$ cat config.mk
export PLATFORM = sky130hd
export DESIGN_NAME = uiet_regs
export DESIGN_NICKNAME = d
export VERILOG_FILES = /design/src/shared/uiet_pkg.sv /design/src/design/uiet_ahb_front.sv /design/src/design/uiet_regs.sv
export SDC_FILE = /design/constraint.sdc
export NUM_CORES = 1
export LEC_CHECK = 0
export BUFFER_PORTS_ARGS = -buffer_cell sky130_fd_sc_hd__buf_2
export CAP_MARGIN = 0
export CELL_PAD_IN_SITES_DETAIL_PLACEMENT = 0
export CELL_PAD_IN_SITES_GLOBAL_PLACEMENT = 2
export CORE_ASPECT_RATIO = 0.75
export CORE_MARGIN = 2
export CORE_UTILIZATION = 27
export DETAILED_ROUTE_END_ITERATION = 8
export PLACE_DENSITY = 0.73
export SKIP_CTS_REPAIR_TIMING = 1
export SYNTH_ARGS = -nofsm -noshare
export SYNTH_HDL_FRONTEND = slang
export SYNTH_HIERARCHICAL = 1
export SYNTH_SLANG_ARGS = --single-unit
$ cat constraint.sdc
create_clock -name mclk -period 2.3 [get_ports mclk]
set_input_delay 0.69 -clock mclk [delete_from_list [all_inputs] [get_ports mclk]]
set_output_delay 0.69 -clock mclk [all_outputs]
set_load 0.05 [all_outputs]
$ cat src/shared/uiet_pkg.sv
// Shared constants and types for the interrupt and transmit DMA register block
package uiet_pkg;

  // ************************************************************
  // Address map
  // ************************************************************
  localparam int ADDR_W = 8;
  localparam logic [ADDR_W-1:0] OFF_MASKED = 8'h00;
  localparam logic [ADDR_W-1:0] OFF_EOI = 8'h04;
  localparam logic [ADDR_W-1:0] OFF_IVEC = 8'h08;
  localparam logic [ADDR_W-1:0] OFF_TXCTL = 8'h0C;
  localparam logic [ADDR_W-1:0] OFF_TDOWN = 8'h10;
  localparam logic [ADDR_W-1:0] OFF_TXEOI = 8'h14;
  localparam logic [ADDR_W-1:0] OFF_TXVEC = 8'h18;
  localparam logic [ADDR_W-1:0] OFF_MSET = 8'h1C;
  localparam logic [ADDR_W-1:0] OFF_MCLR = 8'h20;

  // ************************************************************
  // Field layout
  // ************************************************************
  localparam int CORE_LSB = 16;
  localparam int CORE_W = 9;
  localparam int RX_LSB = 8;
  localparam int RX_W = 5;
  localparam int TX_LSB = 0;
  localparam int TX_W = 5;
  localparam int SRC_W = CORE_W + RX_W + TX_W;
  localparam int SRC_TX_LSB = 0;
  localparam int SRC_RX_LSB = TX_W;
  localparam int SRC_CORE_LSB = TX_W + RX_W;
  localparam int VEC_W = 8;
  localparam int CHAN_W = 2;
  localparam int ON_BIT = 0;
  localparam int READY_BIT = 31;
  localparam int TRANS_ACT_BIT = 1;
  localparam logic HRESP_OKAY = 1'b0;

  // ************************************************************
  // Types
  // ************************************************************
  typedef enum logic {TD_READY, TD_BUSY} uiet_td_e;

  typedef struct packed {
    logic wrPend;
    logic [ADDR_W-1:0] wrAddr;
  } uiet_front_s;

  typedef struct packed {
    logic [SRC_W-1:0] mask;
    logic prevAny;
    logic irqPulse;
    logic eoiWrite;
    logic [VEC_W-1:0] eoiVec;
    logic [31:0] irqVec;
    logic [31:0] dmaVec;
    logic txOn;
    uiet_td_e td;
    logic tdReq;
    logic [CHAN_W-1:0] tdChan;
    logic dmaEoiWrite;
    logic [VEC_W-1:0] dmaEoiVec;
    logic [31:0] rdata;
  } uiet_regs_s;

  localparam uiet_front_s FRONT_RST = '{wrPend: 1'b0, wrAddr: '0};
  localparam uiet_regs_s REGS_RST = '{
    mask: '0, prevAny: 1'b0, irqPulse: 1'b0, eoiWrite: 1'b0,
    eoiVec: '0, irqVec: '0, dmaVec: '0, txOn: 1'b0, td: TD_READY,
    tdReq: 1'b0, tdChan: '0, dmaEoiWrite: 1'b0, dmaEoiVec: '0,
    rdata: '0};

endpackage
$ cat src/design/uiet_ahb_front.sv
// AHB-Lite slave front end: address phase capture and write strobe
`timescale 1ns/1ps
module uiet_ahb_front
  import uiet_pkg::*;
(
  // Clock, reset, enable
  input wire logic mclk,
  input wire logic rst,
  input wire logic ce,
  // AHB-Lite
  input wire logic hsel,
  input wire logic [31:0] haddr,
  input wire logic [1:0] htrans,
  input wire logic hwrite,
  input wire logic hready,
  output logic hreadyout,
  output logic hresp,
  // Register side
  output logic wrEn,
  output logic [ADDR_W-1:0] wrAddr,
  output logic rdAcc,
  output logic [ADDR_W-1:0] rdAddr
);

  // ************************************************************
  // State
  // ************************************************************
  uiet_front_s st_r;
  uiet_front_s st_nxt;
  logic active;

  assign active = hsel && htrans[TRANS_ACT_BIT] && hready && ce;

  always_comb
  begin
    st_nxt = st_r;
    if (hready && ce)
    begin
      st_nxt.wrPend = active && hwrite;
      st_nxt.wrAddr = haddr[ADDR_W-1:0];
    end
  end

  always_ff @(posedge mclk)
  begin
    if (rst)
      st_r <= FRONT_RST;
    else if (ce)
      st_r <= st_nxt;
  end

  // ************************************************************
  // Outputs
  // ************************************************************
  assign hreadyout = ce;
  assign hresp = HRESP_OKAY;
  assign wrEn = st_r.wrPend && ce;
  assign wrAddr = st_r.wrAddr;
  assign rdAcc = active && !hwrite;
  assign rdAddr = haddr[ADDR_W-1:0];

endmodule

$ cat src/design/uiet_regs.sv
// Interrupt status, end-of-interrupt and transmit DMA control registers
//
// Functional notes
// - Core field of masked status is core sources ANDed with masks.
// - Receive and transmit fields of masked status are masked likewise.
// - Writing the acknowledge register emits an acknowledge strobe.
// - That write stores the written 8-bit acknowledge vector exactly.
// - After an acknowledge, pending enabled sources raise a new interrupt.
// - Read-only 32-bit vector register shows the interrupt vector input.
// - Transmit DMA enable bit zero: 0 disables, 1 enables.
// - Teardown top bit is a read-only ready flag, reset to one.
// - Teardown write takes a 2-bit channel number, 0 to 3.
// - One cycle after a DMA acknowledge write the vector appears.
// - With that vector the DMA strobe is high one cycle.
// - DMA acknowledge turns level conditions into single pulsed events.
// - DMA vector register holds a registered copy of its input.
// - Writing ones to mask-set sets those mask bits.
//
// Our own choices: register access over AHB-Lite and the register offsets.
`timescale 1ns/1ps
module uiet_regs
  import uiet_pkg::*;
(
  // Clock, reset, enable
  input wire logic mclk,
  input wire logic rst,
  input wire logic ce,
  // AHB-Lite
  input wire logic hsel,
  input wire logic [31:0] haddr,
  input wire logic [1:0] htrans,
  input wire logic hwrite,
  input wire logic hready,
  input wire logic [31:0] hwdata,
  output logic [31:0] hrdata,
  output logic hreadyout,
  output logic hresp,
  // Interrupt sources and vectors
  input wire logic [CORE_W-1:0] coreSrc,
  input wire logic [RX_W-1:0] rxSrc,
  input wire logic [TX_W-1:0] txSrc,
  input wire logic [31:0] irqVecIn,
  input wire logic [31:0] dmaVecIn,
  // Interrupt controller side
  output logic irqPulse,
  output logic eoiWrite,
  output logic [VEC_W-1:0] eoiVec,
  // Transmit DMA side
  output logic txDmaOn,
  output logic tdReq,
  output logic [CHAN_W-1:0] tdChan,
  input wire logic tdDone,
  output logic dmaEoiWrite,
  output logic [VEC_W-1:0] dmaEoiVec
);

  // ************************************************************
  // Helpers
  // ************************************************************
  function automatic logic regHit(
    input logic [ADDR_W-1:0] a,
    input logic [ADDR_W-1:0] off
  );
    return a == off;
  endfunction

  function automatic logic [31:0] maskWord(input logic [SRC_W-1:0] v);
    logic [31:0] w;
    w = '0;
    w[CORE_LSB +: CORE_W] = v[SRC_CORE_LSB +: CORE_W];
    w[RX_LSB +: RX_W] = v[SRC_RX_LSB +: RX_W];
    w[TX_LSB +: TX_W] = v[SRC_TX_LSB +: TX_W];
    return w;
  endfunction

  function automatic logic [SRC_W-1:0] srcField(input logic [31:0] w);
    logic [SRC_W-1:0] v;
    v = '0;
    v[SRC_CORE_LSB +: CORE_W] = w[CORE_LSB +: CORE_W];
    v[SRC_RX_LSB +: RX_W] = w[RX_LSB +: RX_W];
    v[SRC_TX_LSB +: TX_W] = w[TX_LSB +: TX_W];
    return v;
  endfunction

  // ************************************************************
  // Bus front end
  // ************************************************************
  logic wrEn;
  logic rdAcc;
  logic [ADDR_W-1:0] wrAddr;
  logic [ADDR_W-1:0] rdAddr;

  uiet_ahb_front u_front (
    .mclk(mclk),
    .rst(rst),
    .ce(ce),
    .hsel(hsel),
    .haddr(haddr),
    .htrans(htrans),
    .hwrite(hwrite),
    .hready(hready),
    .hreadyout(hreadyout),
    .hresp(hresp),
    .wrEn(wrEn),
    .wrAddr(wrAddr),
    .rdAcc(rdAcc),
    .rdAddr(rdAddr)
  );

  // ************************************************************
  // State
  // ************************************************************
  uiet_regs_s st_r;
  uiet_regs_s st_nxt;
  logic [SRC_W-1:0] srcAll;
  logic [SRC_W-1:0] masked;
  logic anyMasked;
  logic [31:0] rdVal;

  assign srcAll = {coreSrc, rxSrc, txSrc};
  assign masked = srcAll & st_r.mask;
  assign anyMasked = |masked;

  // Read mux, unmapped and write-only offsets read zero
  always_comb
  begin
    rdVal = '0;
    if (regHit(rdAddr, OFF_MASKED))
      rdVal = maskWord(masked);
    else if (regHit(rdAddr, OFF_EOI))
      rdVal[VEC_W-1:0] = st_r.eoiVec;
    else if (regHit(rdAddr, OFF_IVEC))
      rdVal = st_r.irqVec;
    else if (regHit(rdAddr, OFF_TXCTL))
      rdVal[ON_BIT] = st_r.txOn;
    else if (regHit(rdAddr, OFF_TDOWN))
    begin
      rdVal[READY_BIT] = (st_r.td == TD_READY);
      rdVal[CHAN_W-1:0] = st_r.tdChan;
    end
    else if (regHit(rdAddr, OFF_TXEOI))
      rdVal[VEC_W-1:0] = st_r.dmaEoiVec;
    else if (regHit(rdAddr, OFF_TXVEC))
      rdVal = st_r.dmaVec;
  end

  always_comb
  begin
    st_nxt = st_r;
    st_nxt.eoiWrite = 1'b0;
    st_nxt.tdReq = 1'b0;
    st_nxt.dmaEoiWrite = 1'b0;
    st_nxt.irqVec = irqVecIn;
    st_nxt.dmaVec = dmaVecIn;
    st_nxt.prevAny = anyMasked;
    // New pending source, or still pending after an acknowledge
    st_nxt.irqPulse = (anyMasked && !st_r.prevAny) ||
                      (st_r.eoiWrite && anyMasked);
    if (rdAcc)
      st_nxt.rdata = rdVal;
    unique case (st_r.td)
      TD_READY:
      begin
        if (wrEn && regHit(wrAddr, OFF_TDOWN))
        begin
          st_nxt.tdChan = hwdata[CHAN_W-1:0];
          st_nxt.tdReq = 1'b1;
          st_nxt.td = TD_BUSY;
        end
      end
      TD_BUSY:
      begin
        // Writes while busy are dropped
        if (tdDone)
          st_nxt.td = TD_READY;
      end
    endcase
    if (wrEn)
    begin
      if (regHit(wrAddr, OFF_EOI))
      begin
        st_nxt.eoiWrite = 1'b1;
        st_nxt.eoiVec = hwdata[VEC_W-1:0];
      end
      if (regHit(wrAddr, OFF_TXCTL))
        st_nxt.txOn = hwdata[ON_BIT];
      if (regHit(wrAddr, OFF_TXEOI))
      begin
        st_nxt.dmaEoiWrite = 1'b1;
        st_nxt.dmaEoiVec = hwdata[VEC_W-1:0];
      end
      if (regHit(wrAddr, OFF_MSET))
        st_nxt.mask = st_r.mask | srcField(hwdata);
      if (regHit(wrAddr, OFF_MCLR))
        st_nxt.mask = st_r.mask & ~srcField(hwdata);
    end
  end

  always_ff @(posedge mclk)
  begin
    if (rst)
      st_r <= REGS_RST;
    else if (ce)
      st_r <= st_nxt;
  end

  // ************************************************************
  // Outputs
  // ************************************************************
  assign hrdata = st_r.rdata;
  assign irqPulse = st_r.irqPulse;
  assign eoiWrite = st_r.eoiWrite;
  assign eoiVec = st_r.eoiVec;
  assign txDmaOn = st_r.txOn;
  assign tdReq = st_r.tdReq;
  assign tdChan = st_r.tdChan;
  assign dmaEoiWrite = st_r.dmaEoiWrite;
  assign dmaEoiVec = st_r.dmaEoiVec;

  logic tdWrOk;
  logic tdWrBusy;
  logic dmaWr;
  assign tdWrOk = wrEn && regHit(wrAddr, OFF_TDOWN) && st_r.td == TD_READY;
  assign tdWrBusy = wrEn && regHit(wrAddr, OFF_TDOWN) && st_r.td == TD_BUSY;
  assign dmaWr = wrEn && regHit(wrAddr, OFF_TXEOI);
endmodule

==> flow_metrics.env <==
export IMPL_synth_compound_gate_area_share_pct=14.9
export IMPL_layout_core_utilization_pct=33.8
export IMPL_startpoint="u_front/wrAddr[1]"
export IMPL_drc=0
export IMPL_final_layout_size_suffix_gt1_share_pct=30.9
export IMPL_synth_avg_cell_area_sq_um=8.98
export IMPL_dr_first_iter_drc_count=290
export IMPL_floorplan_die_area_sq_mm=0.0272
export IMPL_result_of_the_run="finished clean"
export IMPL_dr_total_vias=5657
export IMPL_worst_path_max_fanout=7
export IMPL_grt_overflow_total=0
export IMPL_cts_made_buffers=17
export IMPL_p_leak_nw=3.66
export IMPL_grt_first_pass_wirelength_microns=32100
export IMPL_postSynthRegisterBits=149
export IMPL_peakVddDrop_v=0.000514
export IMPL_post_synth_instance_area_sq_mm=0.00698
export IMPL_initial_utilization_pct=27.8
export IMPL_flow_area_growth_from_synthesis_pct=21.9
export IMPL_critPathLaunchType="flip-flop"
export IMPL_power_density_mw_per_mm2=756
export IMPL_worstPathCellList="or4_1 > nor4_2 > buf_4 > mux2i_1 > nor2_1"
export IMPL_post_synth_top_area_cell="dfxtp_1"
export IMPL_critical_path_top_delay_family="simple AND/OR/NAND/NOR gates"
export IMPL_fmax_mhz=478
export IMPL_critical_path_required_ns=2.61
export IMPL_htree_num_levels=4
export IMPL_finalSetupViolations=0
export IMPL_placement_cell_area_sq_mm=0.00783
export IMPL_reg2reg_slack_ns=0.21
export IMPL_worstReg2RegEnd="eoiVec[7]"
export IMPL_cpMaxStageDelayCell="or4_1"
export IMPL_tns_ns=0
export IMPL_max_cap_violations=0
export IMPL_synth_seq_area_share_pct=42.7
export IMPL_synth_adder_area_share_pct=0
export IMPL_wl_per_cell_microns=17.2
export IMPL_cts_tree="built"
export IMPL_design_portCount=213
export IMPL_yosys_top_cells_area="dfxtp_1 43%, mux2i_1 12%, buf_4 7.7%, nor2_1 6.3%, nand2_1 2.8%"
export IMPL_syn_inst=777
export IMPL_die_h_microns=143
export IMPL_die_width_microns=190
export IMPL_ant_nets=0
export IMPL_synth_top_family_by_area="simple AND/OR/NAND/NOR gates"
export IMPL_gp_routability_congestion=0.763
export IMPL_clk_pin_slew_ns=0.07
export IMPL_final_max_slew_violation_count=0
export IMPL_timing_slew_headroom_pct=58.1
export IMPL_synth_top_area_share_pct=42.7
export IMPL_syn_num_nets=933
export IMPL_slowest_delay_ns=0.75
export IMPL_worst_setup_path_end_kind="flip-flop"
export IMPL_critical_path_n_buffers_inverters=1
export IMPL_post_synth_xor_area_fraction_pct=0
export IMPL_grt_antenna_before_repair=9
export IMPL_clock_latency_ns=0.44
export IMPL_worstPathArrival_ns=2.41
export IMPL_portBuffers=176
export IMPL_largest_net_degree_at_the_start_of_global_routing=47
export IMPL_worst_r2r_cell_count=5
export IMPL_rsz0062_at_grt="false"
export IMPL_holdCritPathClass="reg2reg"
export IMPL_min_from="hrdata[30]"
export IMPL_clock_tree_root_cell="clkbuf_16"
export IMPL_post_synth_and_or_nand_nor_area_fraction_pct=18.0
export IMPL_std_cell_rows=50
export IMPL_core_sq_mm=0.0251
export IMPL_numClockSinks=149
export IMPL_timing_final_crit_share_pct=91.0
export IMPL_routed_via_density=4.57
export IMPL_worst_clock_skew_ns=0.0187
export IMPL_ctsLongestPathBuffers=2
export IMPL_path_class="reg2reg"
export IMPL_number_of_global_route_vias_before_repair=5357
export IMPL_drtPass1Iterations=5
export IMPL_yosys_cell_types_count=57
export IMPL_synth_enable_flop_cells=0
export IMPL_timing_final_crit_period_ns=2.09
export IMPL_dp_hpwl_microns=15700
export IMPL_synth_yosys_warnings=6
export IMPL_detail_route_wirelength_microns=21300
export IMPL_worst_hold_path_num_cells=2
export IMPL_finish_instance_area_sq_mm=0.00851
export IMPL_nets=1040
export IMPL_hold_path_endpoint="hrdata[30]"
export IMPL_tightest_slew_ns=0.628
export IMPL_hold_viol=0
export IMPL_combined_global_route_utilization_of_all_metal_layers_pct=15.9
export IMPL_muxShareOfSynthArea_pct=12.7
export IMPL_ys_async_sr_fraction_pct=0
export IMPL_postSynth_topFlopCell="dfxtp_1"
export IMPL_reg2reg_from="u_front/wrAddr[1]"
## cells in the final DEF, fill, tap and decap left out, types with 5 or more instances in the layout
| cell | n |
|---|---|
| buf_2 | 174 |
| dfxtp_1 | 149 |
| nor2_1 | 117 |
| mux2i_1 | 84 |
| nand2_1 | 53 |
| a21oi_1 | 37 |
| buf_4 | 36 |
| nand2b_1 | 28 |
| o21ai_0 | 24 |
| nor3_1 | 19 |
| a22oi_1 | 18 |
| clkbuf_16 | 17 |
| a221oi_1 | 14 |
| a31o_1 | 10 |
| a31o_2 | 9 |
| nand3_1 | 9 |
| a21bo_2 | 8 |
| bufinv_16 | 6 |
| diode_2 | 5 |
| nor2b_1 | 5 |
| nand4_1 | 5 |
## how the worst max path moves through the flow
stage	cells past startpoint	endpoint	slack (ns)
after floorplan	5	hrdata[0]	0.04
after global placement	5	hrdata[0]	-0.03
after CTS	5	eoiVec[7]	0.20
after detailed placement	5	hrdata[0]	-0.03
final	5	eoiVec[7]	0.21
after global routing	5	eoiVec[3]	0.09
## synthesized netlist by cell type, types with 3 or more instances
cell type / count
dfxtp_1: 149
nor2_1: 117
mux2i_1: 84
buf_4: 72
nand2_1: 53
a21oi_1: 37
clkbuf_1: 30
nand2b_1: 28
o21ai_0: 24
nor3_1: 19
a22oi_1: 18
a221oi_1: 14
a31o_1: 10
buf_1: 10
a31o_2: 9
nand3_1: 9
a21bo_2: 8
buf_2: 7
nand4_1: 5
nor2b_1: 5
a21o_1: 4
buf_6: 4
inv_1: 4
mux2_2: 4
nor4_1: 4
or4_1: 4
a22o_1: 3
o31ai_1: 3
o32ai_1: 3
## layout make-up
class / count / area, sq um
Antenna cell: 5 / 12.5
Fill cell: 2682 / 16600
Timing Repair Buffer: 213 / 1200
Sequential cell: 149 / 2980
Clock buffer: 21 / 470
Clock inverter: 9 / 199
Tap cell: 338 / 423
Multi-Input combinational cell: 499 / 3200
Inverter: 4 / 15.0
## tightest hold or removal path: stages (launching register included)
cell     delay, ns
dfxtp_1       0.32
nand2_1       0.04
o21ai_0       0.05
## kinds of logic (layout without fill, tap and decap cells)
logic type / after synthesis / in the layout
AND/OR/NAND/NOR: 264 / 264
flip-flops: 149 / 149
AO/OA/AOI/OAI: 146 / 146
buffers and inverters: 129 / 247
multiplexers: 88 / 88
other: 1 / 6
## per-stage QoR
step,hold slack [ns],instances,total power [mW],setup WS (ns)
after CTS,0.455,1233,6.53,0.199
after detailed placement,0.440,1203,3.27,-0.0303
final,0.445,1238,6.43,0.207
after global routing,0.470,1235,6.70,0.0885
after floorplan,0.426,777,3.07,0.0441
after global placement,0.439,1203,3.26,-0.0269
## metal layers
metal / GRT usage, % / routed length [microns] / share of wire, % / up-vias
li1: - / - / - / 2868
met1: 22.5 / 10600 / 50 / 2592
met2: 22.1 / 8650 / 41 / 165
met3: 6.51 / 1780 / 8.4 / 22
met4: 3.92 / 148 / 0.70 / 10
met5: 0 / 65 / 0.31 / -
## power breakdown
| part | switching (mW) | internal (mW) |
|---|---|---|
| logic | 0.282 | 0.220 |
| clock network | 1.12 | 2.11 |
| registers | 0.0430 | 2.66 |
Power figures use the tool's default switching activity.
